### config.mk
export PLATFORM = sky130hd
export DESIGN_NAME = rot_trim_ctrl
export DESIGN_NICKNAME = d
export VERILOG_FILES = /design/src/core/rot_pkg.sv /design/src/core/rot_trim_ctrl.sv
export SDC_FILE = /design/constraint.sdc
export NUM_CORES = 1
export LEC_CHECK = 0
export CAP_MARGIN = 25
export CORE_ASPECT_RATIO = 1.1
export CORE_MARGIN = 4
export CORE_UTILIZATION = 57
export DETAILED_ROUTE_END_ITERATION = 10
export DONT_BUFFER_PORTS = 1
export HOLD_SLACK_MARGIN = 0.15
export PLACE_DENSITY = 0.75
export SYNTH_ARGS = -nofsm -noshare
export SYNTH_HDL_FRONTEND = slang
export SYNTH_SLANG_ARGS = --single-unit
### constraint.sdc
create_clock -name ref_clk -period 2.9 [get_ports ref_clk]
set_input_delay 0.145 -clock ref_clk [delete_from_list [all_inputs] [get_ports ref_clk]]
set_output_delay 0.145 -clock ref_clk [all_outputs]
set_load 0.02 [all_outputs]
### src/core/rot_pkg.sv
// Package of the RC oscillator trim control block: register map, field layout,
// reset values and the carrier structs shared by the design.
// Assumes a 32-bit word register port with byte offsets.

package rot_pkg;

	// ------------------------------------------------------------
	// Register offsets
	// ------------------------------------------------------------
	localparam logic [4:0] OFF_CONTROL = 5'h00;
	localparam logic [4:0] OFF_STATUS = 5'h04;
	localparam logic [4:0] OFF_MASKED = 5'h08;
	localparam logic [4:0] OFF_MASK = 5'h0c;
	localparam logic [4:0] OFF_RAW = 5'h10;
	localparam logic [4:0] OFF_CLEAR = 5'h14;
	localparam logic [4:0] OFF_CLKCFG = 5'h18;
	localparam logic [4:0] OFF_SOFTRST = 5'h1c;

	// ------------------------------------------------------------
	// Field positions
	// ------------------------------------------------------------
	localparam int CODE_W = 8;
	localparam int CTRL_W = 14;
	localparam int STAT_CODE_LSB = 2;
	localparam int IRQ_W = 2;
	localparam int IRQ_DONE = 0;
	localparam int IRQ_READY = 1;
	localparam int CLK_REF_SEL = 2;
	localparam int CLK_DIV_RST = 3;
	localparam int SOFT_RST_BIT = 0;

	// ------------------------------------------------------------
	// Reset values
	// ------------------------------------------------------------
	localparam logic [13:0] CTRL_RST = 14'h07f1;
	localparam logic [1:0] MASK_RST = 2'h3;
	localparam logic [3:0] CLKCFG_RST = 4'h4;

	// ------------------------------------------------------------
	// Carriers
	// ------------------------------------------------------------
	typedef struct packed {
		logic [1:0] rsvd_keep;
		logic [7:0] external_trim_code;
		logic osc_power_down;
		logic ext_code_en;
		logic cal_en;
		logic ref_clk_en;
	} rot_ctrl_s;

	typedef struct packed {
		logic clk_ready;
		logic cal_done;
		logic [7:0] code;
	} rot_ana_s;

endpackage

### src/core/rot_trim_ctrl.sv
// RC oscillator trim control: registers, calibration capture, interrupts.
// Assumes an analog oscillator core outside the clock domain, and a
// register master that issues one-cycle read or write strobes.
// Function
// RL1 - Hold 8-bit external trim code in control bits 11:4, reset 0x7F.
// RL2 - Control bit 2 picks calibrated code (0) or external code (1).
// RL3 - Control bit 3 powers oscillator down when 1; resets to 0.
// RL4 - Control bit 1 enables calibration when 1; resets to 0.
// RL5 - Control bit 0 enables calibration reference clock; resets to 1.
// RL6 - On calibration done set status bit 1, show code in bits 9:2.
// RL7 - Status bit 0 reads 1 while the fast oscillator is ready.
// RL8 - Raw register: bit 1 clock ready, bit 0 calibration done, unmasked.
// RL9 - Masked bit is 1 only when raw is 1 and mask is 0.
// RL10 - Mask bits suppress interrupts when 1; both reset to 1.
// RL11 - Writing 1 to clear bit 1 or 0 clears that raw flag.
// RL12 - Clock bit 2 selects full reference (1, reset) or halved (0).
// RL13 - Writing 1 to clock bit 3 resets the divider; 0 does nothing.
// RL14 - Writing 1 to soft reset bit 0 resets the whole module; the three synchroniser stages keep their contents.
// RL15 - Software keeps reserved writable fields at their reset values.
// RL16 - Raw flags set on rising condition; interrupt is OR of masked bits.
// RL17 - Clear bits self-clear after one cycle, giving one clear pulse.
//
// Added by the designer: the strobed register port.

`timescale 1ns/1ps
`default_nettype none

module rot_trim_ctrl #(
	parameter int CODE_W = 8
) (
	input wire logic ref_clk,
	input wire logic rst,
	input wire logic clk_en,
	input wire logic [4:0] reg_addr,
	input wire logic [31:0] reg_wdata,
	input wire logic reg_wr,
	input wire logic reg_rd,
	output logic [31:0] reg_rdata,
	input wire logic ana_cal_done,
	input wire logic [CODE_W-1:0] ana_measured_trim_code,
	input wire logic ana_clk_ready,
	output logic [CODE_W-1:0] osc_trim_code,
	output logic osc_power_down,
	output logic osc_cal_enable,
	output logic osc_ref_clk_enable,
	output logic osc_ref_full_sel,
	output logic osc_div_reset,
	output logic irq
);

	// ------------------------------------------------------------
	// Elaboration check
	// ------------------------------------------------------------
	if (CODE_W != rot_pkg::CODE_W) begin : g_bad_width
		$error("trim code width must match the register field");
	end

	localparam int AW = CODE_W + 2;
	rot_pkg::rot_ctrl_s ctrl_ff;
	logic [rot_pkg::IRQ_W-1:0] mask_ff;
	logic [rot_pkg::IRQ_W-1:0] raw_ff;
	logic [rot_pkg::IRQ_W-1:0] clr_ff;
	logic [rot_pkg::IRQ_W-1:0] nxt_raw;
	logic ref_sel_ff;
	logic [1:0] clk_rsvd_ff;
	logic div_rst_ff;
	logic soft_rst_ff;
	logic [AW-1:0] sync1_ff;
	logic [AW-1:0] sync2_ff;
	logic [AW-1:0] sync3_ff;
	rot_pkg::rot_ana_s ana_ff;
	rot_pkg::rot_ana_s ana_prev_ff;
	logic [CODE_W-1:0] cal_code_ff;
	logic [CODE_W-1:0] nxt_trim;
	logic [31:0] nxt_rdata;
	logic [31:0] rdata_ff;
	logic pd_ff;
	logic cal_en_ff;
	logic ref_en_ff;
	logic full_ff;
	logic irq_ff;
	logic [CODE_W-1:0] trim_code_ff;
	logic done_rise;
	logic ready_rise;
	logic wr_ctrl;

	assign wr_ctrl = reg_wr && (reg_addr == rot_pkg::OFF_CONTROL);
	// ------------------------------------------------------------
	// Soft reset
	// ------------------------------------------------------------
	// The soft reset lasts one cycle and clears the control, clock, mask, flag,
	// filter and capture registers, including itself, but not the three
	// synchroniser stages; the register reads back as zero.
	always_ff @(posedge ref_clk or posedge rst) begin
		if (rst) begin
			soft_rst_ff <= 1'b0;
		end else if (clk_en) begin
			soft_rst_ff <= reg_wr && !soft_rst_ff
				&& (reg_addr == rot_pkg::OFF_SOFTRST)
				&& reg_wdata[rot_pkg::SOFT_RST_BIT]; // RL14
		end
	end

	// ------------------------------------------------------------
	// Control register
	// ------------------------------------------------------------
	always_ff @(posedge ref_clk or posedge rst) begin
		if (rst) begin
			ctrl_ff <= rot_pkg::CTRL_RST;
		end else if (clk_en) begin
			if (soft_rst_ff) begin
				ctrl_ff <= rot_pkg::CTRL_RST; // RL14
			end else if (wr_ctrl) begin
				ctrl_ff <= reg_wdata[rot_pkg::CTRL_W-1:0]; // RL1 RL3 RL4 RL5
			end
		end
	end

	// ------------------------------------------------------------
	// Clock register and divider reset pulse
	// ------------------------------------------------------------
	always_ff @(posedge ref_clk or posedge rst) begin
		if (rst) begin
			ref_sel_ff <= rot_pkg::CLKCFG_RST[rot_pkg::CLK_REF_SEL];
			clk_rsvd_ff <= rot_pkg::CLKCFG_RST[1:0];
			div_rst_ff <= 1'b0;
		end else if (clk_en) begin
			div_rst_ff <= 1'b0;
			if (soft_rst_ff) begin
				ref_sel_ff <= rot_pkg::CLKCFG_RST[rot_pkg::CLK_REF_SEL];
				clk_rsvd_ff <= rot_pkg::CLKCFG_RST[1:0];
			end else if (reg_wr && (reg_addr == rot_pkg::OFF_CLKCFG)) begin
				ref_sel_ff <= reg_wdata[rot_pkg::CLK_REF_SEL]; // RL12
				clk_rsvd_ff <= reg_wdata[1:0];
				div_rst_ff <= reg_wdata[rot_pkg::CLK_DIV_RST]; // RL13
			end
		end
	end

	// ------------------------------------------------------------
	// Mask and clear registers
	// ------------------------------------------------------------
	always_ff @(posedge ref_clk or posedge rst) begin
		if (rst) begin
			mask_ff <= rot_pkg::MASK_RST;
		end else if (clk_en) begin
			if (soft_rst_ff) begin
				mask_ff <= rot_pkg::MASK_RST; // RL10
			end else if (reg_wr && (reg_addr == rot_pkg::OFF_MASK)) begin
				mask_ff <= reg_wdata[rot_pkg::IRQ_W-1:0];
			end
		end
	end
	// Clear bits hold for exactly one cycle after the write.
	always_ff @(posedge ref_clk or posedge rst) begin
		if (rst) begin
			clr_ff <= '0;
		end else if (clk_en) begin
			if (!soft_rst_ff && reg_wr && (reg_addr == rot_pkg::OFF_CLEAR)) begin
				clr_ff <= reg_wdata[rot_pkg::IRQ_W-1:0]; // RL11
			end else begin
				clr_ff <= '0; // RL17
			end
		end
	end

	// ------------------------------------------------------------
	// Analog input synchroniser
	// ------------------------------------------------------------
	// A bit only counts as changed once stages two and three agree, which
	// filters a single-cycle glitch from the analog side.
	always_ff @(posedge ref_clk or posedge rst) begin
		if (rst) begin
			sync1_ff <= '0;
			sync2_ff <= '0;
			sync3_ff <= '0;
		end else if (clk_en) begin
			sync1_ff <= {ana_clk_ready, ana_cal_done, ana_measured_trim_code};
			sync2_ff <= sync1_ff;
			sync3_ff <= sync2_ff;
		end
	end

	for (genvar i = 0; i < AW; i++) begin : g_filter
		always_ff @(posedge ref_clk or posedge rst) begin
			if (rst) begin
				ana_ff[i] <= 1'b0;
			end else if (clk_en) begin
				if (soft_rst_ff) begin
					ana_ff[i] <= 1'b0;
				end else if (sync2_ff[i] == sync3_ff[i]) begin
					ana_ff[i] <= sync3_ff[i];
				end
			end
		end
	end
	always_ff @(posedge ref_clk or posedge rst) begin
		if (rst) begin
			ana_prev_ff <= '0;
		end else if (clk_en) begin
			ana_prev_ff <= soft_rst_ff ? '0 : ana_ff;
		end
	end
	assign done_rise = ana_ff.cal_done && !ana_prev_ff.cal_done;
	assign ready_rise = ana_ff.clk_ready && !ana_prev_ff.clk_ready;

	// ------------------------------------------------------------
	// Calibration result capture
	// ------------------------------------------------------------
	// The code is taken on the done edge so a later wander of the analog
	// code bus does not disturb the reported result.
	always_ff @(posedge ref_clk or posedge rst) begin
		if (rst) begin
			cal_code_ff <= '0;
		end else if (clk_en) begin
			if (soft_rst_ff) begin
				cal_code_ff <= '0;
			end else if (done_rise) begin
				cal_code_ff <= ana_ff.code; // RL6
			end
		end
	end

	// ------------------------------------------------------------
	// Interrupt flags
	// ------------------------------------------------------------
	always_comb begin
		nxt_raw = raw_ff & ~clr_ff; // RL11
		if (done_rise) begin
			nxt_raw[rot_pkg::IRQ_DONE] = 1'b1; // RL16
		end
		if (ready_rise) begin
			nxt_raw[rot_pkg::IRQ_READY] = 1'b1; // RL16
		end
	end
	always_ff @(posedge ref_clk or posedge rst) begin
		if (rst) begin
			raw_ff <= '0;
			irq_ff <= 1'b0;
		end else if (clk_en) begin
			raw_ff <= soft_rst_ff ? '0 : nxt_raw; // RL8
			irq_ff <= !soft_rst_ff && (|(nxt_raw & ~mask_ff)); // RL16
		end
	end

	// ------------------------------------------------------------
	// Oscillator drive
	// ------------------------------------------------------------
	always_comb begin
		if (ctrl_ff.ext_code_en) begin
			nxt_trim = ctrl_ff.external_trim_code; // RL2
		end else begin
			nxt_trim = cal_code_ff; // RL2
		end
	end
	always_ff @(posedge ref_clk or posedge rst) begin
		if (rst) begin
			trim_code_ff <= rot_pkg::CTRL_RST[11:4];
			pd_ff <= 1'b0;
			cal_en_ff <= 1'b0;
			ref_en_ff <= 1'b1;
			full_ff <= 1'b1;
		end else if (clk_en) begin
			trim_code_ff <= nxt_trim;
			pd_ff <= ctrl_ff.osc_power_down; // RL3
			cal_en_ff <= ctrl_ff.cal_en; // RL4
			ref_en_ff <= ctrl_ff.ref_clk_en; // RL5
			full_ff <= ref_sel_ff; // RL12
		end
	end

	// ------------------------------------------------------------
	// Read path
	// ------------------------------------------------------------
	always_comb begin
		nxt_rdata = '0;
		case (reg_addr)
			rot_pkg::OFF_CONTROL: nxt_rdata[rot_pkg::CTRL_W-1:0] = ctrl_ff;
			rot_pkg::OFF_STATUS: begin
				nxt_rdata[rot_pkg::STAT_CODE_LSB +: CODE_W] = cal_code_ff; // RL6
				nxt_rdata[1] = ana_ff.cal_done; // RL6
				nxt_rdata[0] = ana_ff.clk_ready; // RL7
			end
			rot_pkg::OFF_MASKED: nxt_rdata[1:0] = raw_ff & ~mask_ff; // RL9
			rot_pkg::OFF_MASK: nxt_rdata[1:0] = mask_ff;
			rot_pkg::OFF_RAW: nxt_rdata[1:0] = raw_ff; // RL8
			rot_pkg::OFF_CLEAR: nxt_rdata[1:0] = clr_ff;
			rot_pkg::OFF_CLKCFG: nxt_rdata[3:0] = {1'b0, ref_sel_ff, clk_rsvd_ff};
			default: nxt_rdata = '0;
		endcase
	end
	// Read data stands only in the cycle after the strobe.
	always_ff @(posedge ref_clk or posedge rst) begin
		if (rst) begin
			rdata_ff <= '0;
		end else if (clk_en) begin
			rdata_ff <= reg_rd ? nxt_rdata : '0;
		end
	end

	assign reg_rdata = rdata_ff;
	assign osc_trim_code = trim_code_ff;
	assign osc_power_down = pd_ff;
	assign osc_cal_enable = cal_en_ff;
	assign osc_ref_clk_enable = ref_en_ff;
	assign osc_ref_full_sel = full_ff;
	assign osc_div_reset = div_rst_ff;
	assign irq = irq_ff;
endmodule // rot_trim_ctrl

`default_nettype wire

Word-level counts from Yosys, hierarchy flattened

Cells that the tools add are included.

Output and inout bits: 46
Word-level logic and storage cells: 144
Input bits: 52
Bits in registers: 120

Equality and inequality tests: 17
Mux-type cells: 43
Reduce and logical (&&, ||, !) cells: 43
Bitwise logic cells: 5

Operator list:

| operator                                                               | count |
|---|---|
| 14-bit 2-to-1 mux                                                      | 3 |
| 2-bit AND reduction                                                    | 14 |
| 2-bit nonzero test                                                     | 14 |
| 1-bit 2-to-1 mux                                                       | 26 |
| 8-bit 2-to-1 mux                                                       | 3 |
| 5-bit equality test (second input constant)                            | 4 |
| 2-bit case mux with 7 select lines                                     | 1 |
| 2-bit 2-to-1 mux                                                       | 6 |
| 6-bit case mux with 2 select lines                                     | 1 |
| 1-bit equality test                                                    | 10 |
| 5-bit by 4-bit equality test with 1-bit output (second input constant) | 2 |
| 1-bit logical AND                                                      | 10 |
| 10-bit 2-to-1 mux                                                      | 1 |
| 2-bit AND                                                              | 3 |
| 2-bit case mux with 3 select lines                                     | 1 |
| 5-bit by 3-bit equality test with 1-bit output (second input constant) | 1 |
| 5-bit zero test                                                        | 1 |
| 4-bit 2-to-1 mux                                                       | 1 |
| 2-bit inverter                                                         | 2 |
| 1-bit zero test                                                        | 3 |
| 2-bit OR reduction                                                     | 1 |

Longest topological paths before layout

Gate-level depths: netlist of run 1.

Word-level depth: 6
Gate-level depth with buffers: 6

Worst setup path before layout of run 1

OpenSTA, ideal clock, no wires.

Path type: input to register
Start: input port reg_addr[1]
End: register ctrl_ff[11] (netlist name)
Stages: 5
Data required time: 2.771 ns
Slack: 1.363 ns
Setup time: 0.129 ns
Arrival: 1.408 ns
Cells stage by stage: or4_4 > or3_1 > buf_6 > a22oi_1 > o2bb2ai_1

Word-level cells in the longest chain between the ends: 4

RTL lines:

| element                       | RTL line             | RTL |
|---|---|---|
| start: declaration            | rot_trim_ctrl.sv:34  | `input wire logic [4:0] reg_addr,` |
| 5-bit zero test               | rot_trim_ctrl.sv:87  | `assign wr_ctrl = reg_wr && (reg_addr == rot_pkg::OFF_CONTROL);` |
| 1-bit logical AND             | rot_trim_ctrl.sv:87  |  |
| 2-bit nonzero test (no line)  | -                    |  |
| 2-bit AND reduction (no line) | -                    |  |
| end signal: assignment        | rot_trim_ctrl.sv:109 | `ctrl_ff <= rot_pkg::CTRL_RST;` |
| end signal: assignment        | rot_trim_ctrl.sv:112 | `ctrl_ff <= rot_pkg::CTRL_RST;` |
| end signal: assignment        | rot_trim_ctrl.sv:114 | `ctrl_ff <= reg_wdata[rot_pkg::CTRL_W-1:0];` |
| end: declaration              | rot_trim_ctrl.sv:59  | `rot_pkg::rot_ctrl_s ctrl_ff;` |

Every way passes these cells.
A chain may end at the register's enable or synchronous reset.

Worst setup path in the final report of run 1

Start: input port reg_addr[0]
End: register soft_rst_ff

Word-level cells in the longest chain between the ends: 3

RTL lines:

| element                | RTL line             | RTL |
|---|---|---|
| 5-bit equality test    | rot_trim_ctrl.sv:99  | `&& (reg_addr == rot_pkg::OFF_SOFTRST)` |
| 1-bit logical AND      | rot_trim_ctrl.sv:99  |  |
| 1-bit logical AND      | rot_trim_ctrl.sv:100 | `&& reg_wdata[rot_pkg::SOFT_RST_BIT];` |
| end signal: assignment | rot_trim_ctrl.sv:98  | `soft_rst_ff <= reg_wr && !soft_rst_ff` |
| end: declaration       | rot_trim_ctrl.sv:67  | `logic soft_rst_ff;` |

Every way passes these cells.

==> results of run 1 <==
## final cells by class
cell class | count | area share (%)
Sequential cell | 102 | 49.1
Multi-Input combinational cell | 254 | 35.7
Clock buffer | 11 | 2.69
Timing Repair Buffer | 42 | 8.10
Clock inverter | 5 | 1.12
Tap cell | 108 | 2.57
Inverter | 9 | 0.691
## cell usage in the layout (no fill, tap or decap), types with 3 or more instances in the layout
cell type / Yosys / routed
sky130_fd_sc_hd__clkbuf_8: 0 / 10
sky130_fd_sc_hd__o21ai_0: 7 / 7
sky130_fd_sc_hd__inv_1: 8 / 7
sky130_fd_sc_hd__nor2b_1: 4 / 4
sky130_fd_sc_hd__a22o_1: 13 / 13
sky130_fd_sc_hd__a21o_1: 11 / 11
sky130_fd_sc_hd__nand2b_1: 3 / 3
sky130_fd_sc_hd__conb_1: 1 / 18
sky130_fd_sc_hd__buf_4: 18 / 5
sky130_fd_sc_hd__nor2_1: 29 / 29
sky130_fd_sc_hd__a22oi_1: 16 / 16
sky130_fd_sc_hd__dlygate4sd3_1: 0 / 36
sky130_fd_sc_hd__mux2_2: 36 / 36
sky130_fd_sc_hd__o2bb2ai_1: 29 / 29
sky130_fd_sc_hd__nand3_1: 3 / 3
sky130_fd_sc_hd__dfrtp_1: 82 / 82
sky130_fd_sc_hd__dfstp_2: 20 / 20
sky130_fd_sc_hd__a221oi_1: 5 / 5
sky130_fd_sc_hd__nand2_1: 13 / 13
sky130_fd_sc_hd__a21oi_1: 15 / 15
sky130_fd_sc_hd__mux2i_1: 19 / 19
## sequential cells by signal, summed over array words and instances, names as in the netlist, 2 cells and up
register       count
sync3_ff          10
osc_trim_code      8
clr_ff             2
reg_rdata         14
cal_code_ff        8
ctrl_ff           14
mask_ff            2
clk_rsvd_ff        2
sync2_ff          10
raw_ff             2
sync1_ff          10
ana_ff            10
ana_prev_ff        2
## logic make-up after synthesis
| logic type | after synthesis |
|---|---|
| multiplexers | 55 |
| other | 1 |
| buffers and inverters | 51 |
| AO/OA/AOI/OAI | 111 |
| AND/OR/NAND/NOR | 70 |
| flip-flops | 102 |
## worst max-delay path, delay by kind of cell
| kind | cells | cell delay, ps |
|---|---|---|
| buf+inv | 3 | 1770 |
| compound gates | 1 | 240 |
| simple gates | 3 | 650 |
## where the power goes
group	total, mW	leakage (nW)	switching, mW	internal (mW)
Combinational	0.557	0.933	0.258	0.299
Sequential	2.01	1.18	0.298	1.71
Clock	0.913	0.0955	0.489	0.423
Total	3.48	2.21	1.05	2.43
## worst paths after layout
kind,cells after the start,end,from,slack (ps)
max in group asynchronous,3,ctrl_ff[9],rst,1710
min in group asynchronous,2,sync1_ff[3],rst,330
worst min-delay path,3,reg_rdata[1],reg_rd,170
worst max-delay path,7,soft_rst_ff,reg_addr[0],390
worst min register to register,1,ana_prev_ff[9],ana_prev_ff[9],490
worst max register to register,5,soft_rst_ff,soft_rst_ff,640
## what timing repair did
action / CTS / global route
hold buffers: 37 / 0
gates resized for setup: 0 / 0
hold endpoints to repair: 140 / 0
## routing by layer
metal	wire, µm	track usage (%)	vias up
met4	318	10.9	0
met3	633	4.01	26
met1	4420	30.3	1592
met2	4870	35.0	130
met5	0	0	-
li1	-	-	1460
## through the flow
step           setup slack, ps  utilization [%]
2_1_floorplan              113                -
3_3_place_gp              1150             58.6
3_5_place_dp              1090             58.6
4_1_cts                    489             66.0
5_1_grt                    333             66.0
6_report                   392             66.0
==> results.md, run 1 <==
Synth:
- For this run, the register share of the synthesized area comes to 55.4%.
- The Yosys step of the flow raised 0 warnings.
- The flip-flop cell with the highest count after synthesis is sky130_fd_sc_hd__dfrtp_1.
- The most area-hungry cell type in the Yosys netlist is sky130_fd_sc_hd__dfrtp_1.
- The complex-gate fraction of the synthesized area is 18.4%.
- Summing the areas of all xor and xnor instances in the mapped netlist gives 0% of the synthesized area.
- The share of flip-flops with an asynchronous set or reset after synthesis is 100%.
- The combined area of all synthesized cells is 4660 µm².
- The area fraction of the dominant cell type after synthesis is 44.1%.
- The synthesized design contains 0 enable-type register cells.
- The post-synthesis adder-cell area fraction is 0%.
- By count the netlist is led by sky130_fd_sc_hd__dfrtp_1 (82), sky130_fd_sc_hd__mux2_2 (36), sky130_fd_sc_hd__nor2_1 (29), sky130_fd_sc_hd__o2bb2ai_1 (29).
- After synthesis, the largest family of logic cells by area is compound AO/OA/AOI/OAI gates.
- Yosys mapped the design onto 48 distinct sky130hd cell types.
- The proportion of synthesized area in mux cells is 12.8%.
- After synthesis the netlist holds a flip-flop and latch count of 102.
- The dominant cell by count in the synthesized netlist is sky130_fd_sc_hd__dfrtp_1.
- Sorting the synthesized cells by area gives the leading types as sky130_fd_sc_hd__dfrtp_1 (44%), sky130_fd_sc_hd__dfstp_2 (11%), sky130_fd_sc_hd__mux2_2 (8.7%), sky130_fd_sc_hd__o2bb2ai_1 (5.5%), sky130_fd_sc_hd__mux2i_1 (4.1%).
- The cell count after synthesis is 390.
- A synthesized cell averages 11.9 µm².
- Of the total synthesized cell area, the portion taken by AND, OR, NAND and NOR gates is 7.61%.

Critical path:
- The worst setup path is captured at a flop.
- The type of the setup path with the least slack is input port to flop.
- The worst path arrival time is 2810 ps.
- Walking the worst path, the cells encountered are dlygate4sd3_1 > nor2_1 > dlygate4sd3_1 > nand4_1 > or2_2 > o32ai_1 > dlygate4sd3_1.
- The worst-path maximum fanout is 4.
- The critical path data required time is 3200 ps.
- The cell type with the highest occurrence count on the critical path is sky130_fd_sc_hd__dlygate4sd3_1.
- The worst setup path is launched from an input port.
- The cell with the biggest individual delay on the critical path is sky130_fd_sc_hd__dlygate4sd3_1.
- The maximum single-stage delay on the critical path is 630 ps.

Cells and area:
- The final standard cell count with taps included and fillers excluded is 531.
- The number of antenna diodes is 0.
- The net count of the finished layout is 470.
- Cells with a size suffix above 1 make up 19.9% of the layout.
- After routing the design area is 5250 µm².
- The storage element area is 2580 µm².
- The fill cell total of the finished layout is 640.
- The area used by multi-input combinational logic is 1880 µm².
- From synthesis to final layout, the design area changed by 12.8%.

Place:
- The global placement routability congestion is 0.869.
- The number of buffers added on ports is 0.
- The total cell area at the placement stage is 4660 µm².
- The post-placement cell count is 478.
- After legalization and detailed placement, the total HPWL measured 6.61 mm.

Floorplan:
- The floorplan row count is 34.
- The die is 103 µm tall.
- The die covers 9680 µm².
- The horizontal extent of the die is 94.2 µm.
- For this configuration, the core starts out at a cell density of 58.5%.
- The number of ports placed on the die boundary is 98.
- After floorplanning, the core was sized to cover 7960 µm².

Clock tree:
- The latest clock arrival within the worst-skew pair is 360 ps.
- Clock-pin slew was measured on the worst setup and hold paths at 90 ps.
- The clock net in this run drives a total of 102 sinks.
- The longest clock path from root to sink contains 2 buffers.
- The H-tree generated during clock tree synthesis spans 3 levels.
- TritonCTS built the clock tree.
- The root buffer cell chosen for the clock tree is sky130_fd_sc_hd__clkbuf_8.
- Once the clock tree was built, the setup fixing pass inserted 0 buffers.
- In this run, CTS created clock tree buffers numbering 9.

Route:
- The number of remaining DRC errors is 0.
- Before antenna repair, the detailed router went through 4 iterations.
- After detailed routing, the average wire length per cell comes to 19.3 µm.
- For this block, the routed nets add up to 10.2 mm of wire.
- The detailed router's first-iteration violation count is 124.
- The routed layout has 3,208 vias.
- Once detail routing completed, the nets flagged for antenna violations numbered 0.
- The detailed-route vias per instance is 6.04.

GRT:
- Entering global routing, the biggest net connects 86 pins.
- The total global routing track utilization is 22.4%.
- The leftover overflow at the end of global routing is 0.
- The number of global-route vias before repair is 3,280.
- The number of antenna violations at the first check in global routing was 0.
- The first global-routing pass estimated 16.7 mm of wire.

STA:
- Summed over all failing endpoints, the final setup total negative slack is 0 ps.
- The hold violation count in the final report is 0.
- Dividing the final minimum period by the clock period gives 86.5%.
- Setup violations remaining at the end of the flow were counted as 0.
- The worst clock skew is 7.56 ps.
- Setup repair after global routing left no endpoint under its margin.
- Measured against its own limit, the worst slew margin works out to 38.2%.
- On the final layout, the worst hold slack is 172 ps.
- The maximum clock frequency is 399 MHz.
- The minimum clock period is 2510 ps.
- The count of final max-slew check failures was 0.
- The transition time at the pin with the least slew margin is 919 ps.

Power:
- In this run the power density over the cells is 663 nW/µm².
- The leakage power of the design is 2.21 nW.
- The worst-case vdd ir drop is 0.338 mV.
- Summing internal, switching and leakage power gives 3.48 mW.

Run:
- Max-cap violations in this run came to 0.

Worst hold path:
- In this run the worst hold path is classified as input port to flop.

Run status:
- The run finished with clean final reports.
Power figures use the tool's default switching activity.
==> inputs of run 2 (changes only) <==
--- a/config.mk
+++ b/config.mk
@@ -13,6 +13,7 @@
 export DONT_BUFFER_PORTS = 1
 export HOLD_SLACK_MARGIN = 0.15
 export PLACE_DENSITY = 0.75
+export REMOVE_ABC_BUFFERS = 1
 export SYNTH_ARGS = -nofsm -noshare
 export SYNTH_HDL_FRONTEND = slang
 export SYNTH_SLANG_ARGS = --single-unit
==> run 2 against run 1 <==
- core utilization shrank 0.063 points
- cell area hardly changed
- fmax is 2.2% lower
- flip-flop and latch count did not move
- total power up 0.27%
- wire length is 2.1% lower
- combinational power about the same
- sequential power barely moved
==> results.md, run 2 (synthesis gave the netlist of run 1 again) <==
Run status:
- Run status: finished, final reports clean (unchanged).

Cells and area:
- The final instance area was 5250 µm² (about the same).
- The area added between synthesis and finish is 12.7% (was 12.8%).
- The final standard cell count with taps included and fillers excluded was 530 (was 531).
- The leading cell type in the layout, fill and taps excluded is sky130_fd_sc_hd__dfrtp_1 (unchanged).
- Top library cells by usage in the layout, fill and taps aside: sky130_fd_sc_hd__dfrtp_1 (82), sky130_fd_sc_hd__mux2_2 (36), sky130_fd_sc_hd__dlygate4sd3_1 (35) (was sky130_fd_sc_hd__dfrtp_1 (82), sky130_fd_sc_hd__mux2_2 (36), sky130_fd_sc_hd__dlygate4sd3_1 (36)).
- The number of antenna diodes was 0 (unchanged).
- The fraction of layout cells with a size suffix above 1 came to 20.1% (was 19.9%).
- The net count of the finished layout came to 469 (was 470).

Floorplan:
- The height of the die is 103 µm (unchanged).
- The horizontal extent of the die was 94.2 µm (unchanged).
- The floorplan row count came to 34 (unchanged).
- The initial core utilization is 58.5% (unchanged).
- The area of the core is 7960 µm² (unchanged).
- The number of ports placed on the die boundary is 98 (unchanged).
- The die area came to 9680 µm² (unchanged).

STA:
- The count of final max-slew check failures is 0 (unchanged).
- The period utilization came to 88.5% (was 86.5%).
- The hold violation count in the final report is 0 (unchanged).
- Unrepaired setup endpoints after global routing: false (unchanged).
- The maximum clock frequency is 390 MHz (was 399 MHz).
- The worst hold margin is 148 ps (was 172 ps).
- The final number of setup-violating endpoints came to 0 (unchanged).
- The transition time at the pin with the least slew margin is 904 ps (was 919 ps).
- The worst clock skew is 10.2 ps (was 7.56 ps).
- The worst slew slack as a fraction of its limit is 39.2% (was 38.2%).
- The final setup TNS was 0 ps (unchanged).
- The minimum clock period is 2570 ps (was 2510 ps).

Critical path:
- The type of the setup path with the least slack is input port to flop (unchanged).
- The worst-path maximum fanout came to 4 (unchanged).
- The maximum single-stage delay on the critical path is 640 ps (was 630 ps).
- The critical path data required time is 3220 ps (was 3200 ps).
- The cell with the biggest individual delay on the critical path is sky130_fd_sc_hd__dlygate4sd3_1 (unchanged).
- The cell type with the highest occurrence count on the critical path is sky130_fd_sc_hd__dlygate4sd3_1 (unchanged).
- The worst path arrival time is 2880 ps (was 2810 ps).
- The kind of start point of the critical path is an input port (unchanged).
- The count of buffering cells on the critical path with inverters included is 3 (unchanged).
- Cell-by-cell listing of the critical path: dlygate4sd3_1 > nor2_1 > dlygate4sd3_1 > nand4_1 > or2_2 > o32ai_1 > dlygate4sd3_1 (unchanged).
- The capturing element type of the critical path is a flop (unchanged).
- The cell family contributing the most delay on the critical path is buffers and inverters (unchanged).

Place:
- The post-detailed-placement half-perimeter wirelength is 6.41 mm (was 6.61 mm).
- The post-placement cell count is 478 (unchanged).
- The global placement routability congestion is 0.828 (was 0.869).
- The number of buffers added on ports came to 0 (unchanged).
- The total cell area at the placement stage is 4660 µm² (unchanged).

Route:
- The total number of vias is 3,217 (was 3,208).
- The number of nets with antenna violations after routing is 0 (unchanged).
- The post-detailed-routing wire length came to 10.0 mm (was 10.2 mm).
- The detailed router's first-iteration violation count is 145 (was 124).
- The detailed-route vias per instance came to 6.07 (was 6.04).
- The per-cell routed wire length is 18.9 µm (was 19.3 µm).
- The number of remaining DRC errors is 0 (unchanged).
- The number of iterations in the first detailed-routing pass is 4 (unchanged).

Clock tree:
- The TritonCTS buffer count came to 9 (unchanged).
- The maximum clock insertion buffer count is 2 (unchanged).
- The latest clock arrival within the worst-skew pair is 380 ps (was 360 ps).
- The root buffer selected by CTS is sky130_fd_sc_hd__clkbuf_8 (unchanged).
- The TritonCTS clock tree is yes (unchanged).
- The clock-pin slew on the worst setup and hold paths came to 110 ps (was 90 ps).
- The H-tree depth reported by CTS is 3 (unchanged).
- The clock net sink count was 102 (unchanged).

Power:
- The reported net switching power came to 1.07 mW (was 1.05 mW).
- The overall power consumption is 3.49 mW (was 3.48 mW).
- The combinational share of power is 15.9% (was 16.0%).
- The worst-case vdd ir drop was 0.394 mV (was 0.338 mV).
- The switching portion of total power is 30.6% (was 30.0%).
- The power density of the placed cells is 665 nW/µm² (was 663 nW/µm²).
- The clock share of power is 26.8% (was 26.2%).
- The internal power of the cells was 2.42 mW (was 2.43 mW).
- The leakage power of the design came to 2.22 nW (was 2.21 nW).
- The sequential fraction of design power came to 57.2% (was 57.8%).

Worst hold path:
- The type of the worst min-delay path is input port to flop (unchanged).

GRT:
- The wire length of the first global-routing pass is 16.7 mm (about the same).
- The layer with the highest usage after global routing is met2 (unchanged).
- The met2 track demand over resource in global routing is 36.7% (was 35.0%).
- The global routing met3 resource utilization is 4.45% (was 4.01%).
- The number of global-route vias before repair is 3,223 (was 3,280).
- The total global routing track utilization is 22.3% (was 22.4%).
- The number of antenna violations at the first check in global routing came to 0 (unchanged).
- The met1 routing resource usage after global routing is 29.4% (was 30.3%).
- The maximum number of pins on one net before global-route repair is 88 (was 86).
- The leftover overflow at the end of global routing is 0 (unchanged).

Run:
- The max capacitance violation total came to 0 (unchanged).
-- run 2: cell types whose count changed in the layout (fill, tap and decap cells not counted) --
| cell | before | now |
|---|---|---|
| sky130_fd_sc_hd__clkinv_4 | 1 | 2 |
| sky130_fd_sc_hd__clkinvlp_4 | 2 | 0 |
| sky130_fd_sc_hd__clkbuf_1 | 1 | 0 |
| sky130_fd_sc_hd__inv_8 | 0 | 1 |
| sky130_fd_sc_hd__inv_6 | 0 | 2 |
| sky130_fd_sc_hd__dlygate4sd3_1 | 36 | 35 |
| sky130_fd_sc_hd__clkbuf_8 | 10 | 9 |
-- run 2: routing by layer --
metal,wire length [µm],vias to the layer above
li1,-,1462
met1,4260,1652
met2,5010,87
met3,576,16
met4,183,0
met5,0,-
-- run 2: final timing paths --
kind / depth (start not counted) / slack (ps) / endpoint / from
worst max-delay path: 7 / 330 / clr_ff[0] / reg_addr[0]
worst min-delay path: 3 / 150 / mask_ff[0] / clk_en
worst max register to register: 5 / 630 / clr_ff[0] / soft_rst_ff
worst min register to register: 1 / 490 / ana_prev_ff[9] / ana_prev_ff[9]
max in group asynchronous: 3 / 1710 / ctrl_ff[10] / rst
min in group asynchronous: 2 / 360 / sync1_ff[3] / rst
-- run 2: worst reg2reg max path: stages (launching register included) --
cell and delay, ps:
sky130_fd_sc_hd__dfrtp_1 570, sky130_fd_sc_hd__nor2b_1 290, sky130_fd_sc_hd__nand4_1 160, sky130_fd_sc_hd__or2_2 320, sky130_fd_sc_hd__o32ai_1 270, sky130_fd_sc_hd__dlygate4sd3_1 600
-- run 2: power groups by stage --
stage          Combinational [mW]  Sequential (mW)  Clock [mW]
6_report                    0.556             2.00       0.936
3_3_place_gp                0.473             2.01           0
4_1_cts                     0.563             2.00       0.960
5_1_grt                     0.633             2.03        1.01
3_5_place_dp                0.494             2.02           0
2_1_floorplan               0.415             1.95           0
-- run 2: per-stage QoR --
| step | util (%) | setup WS (ps) |
|---|---|---|
| 4_1_cts | 65.9 | 462 |
| 6_report | 65.9 | 334 |
| 5_1_grt | 65.9 | 264 |
| 3_5_place_dp | 58.6 | 1040 |
| 2_1_floorplan | - | 113 |
| 3_3_place_gp | 58.6 | 1070 |
-- run 2: timing repair --
action / 4_1_cts / 5_1_grt
hold buffers: 36 / 0
gates resized for setup: 0 / 0
setup buffers: 0 / 0
endpoints found under the hold margin: 138 / 0
-- run 2: final cells by class --
cell class | count | area, µm²
clock buffer | 9 | 124
sequential | 102 | 2580
inverter | 9 | 36.3
tap | 108 | 135
timing repair buffer | 41 | 415
multi-input combinational | 254 | 1880
clock inverter | 7 | 81.3
fill | 619 | 2710
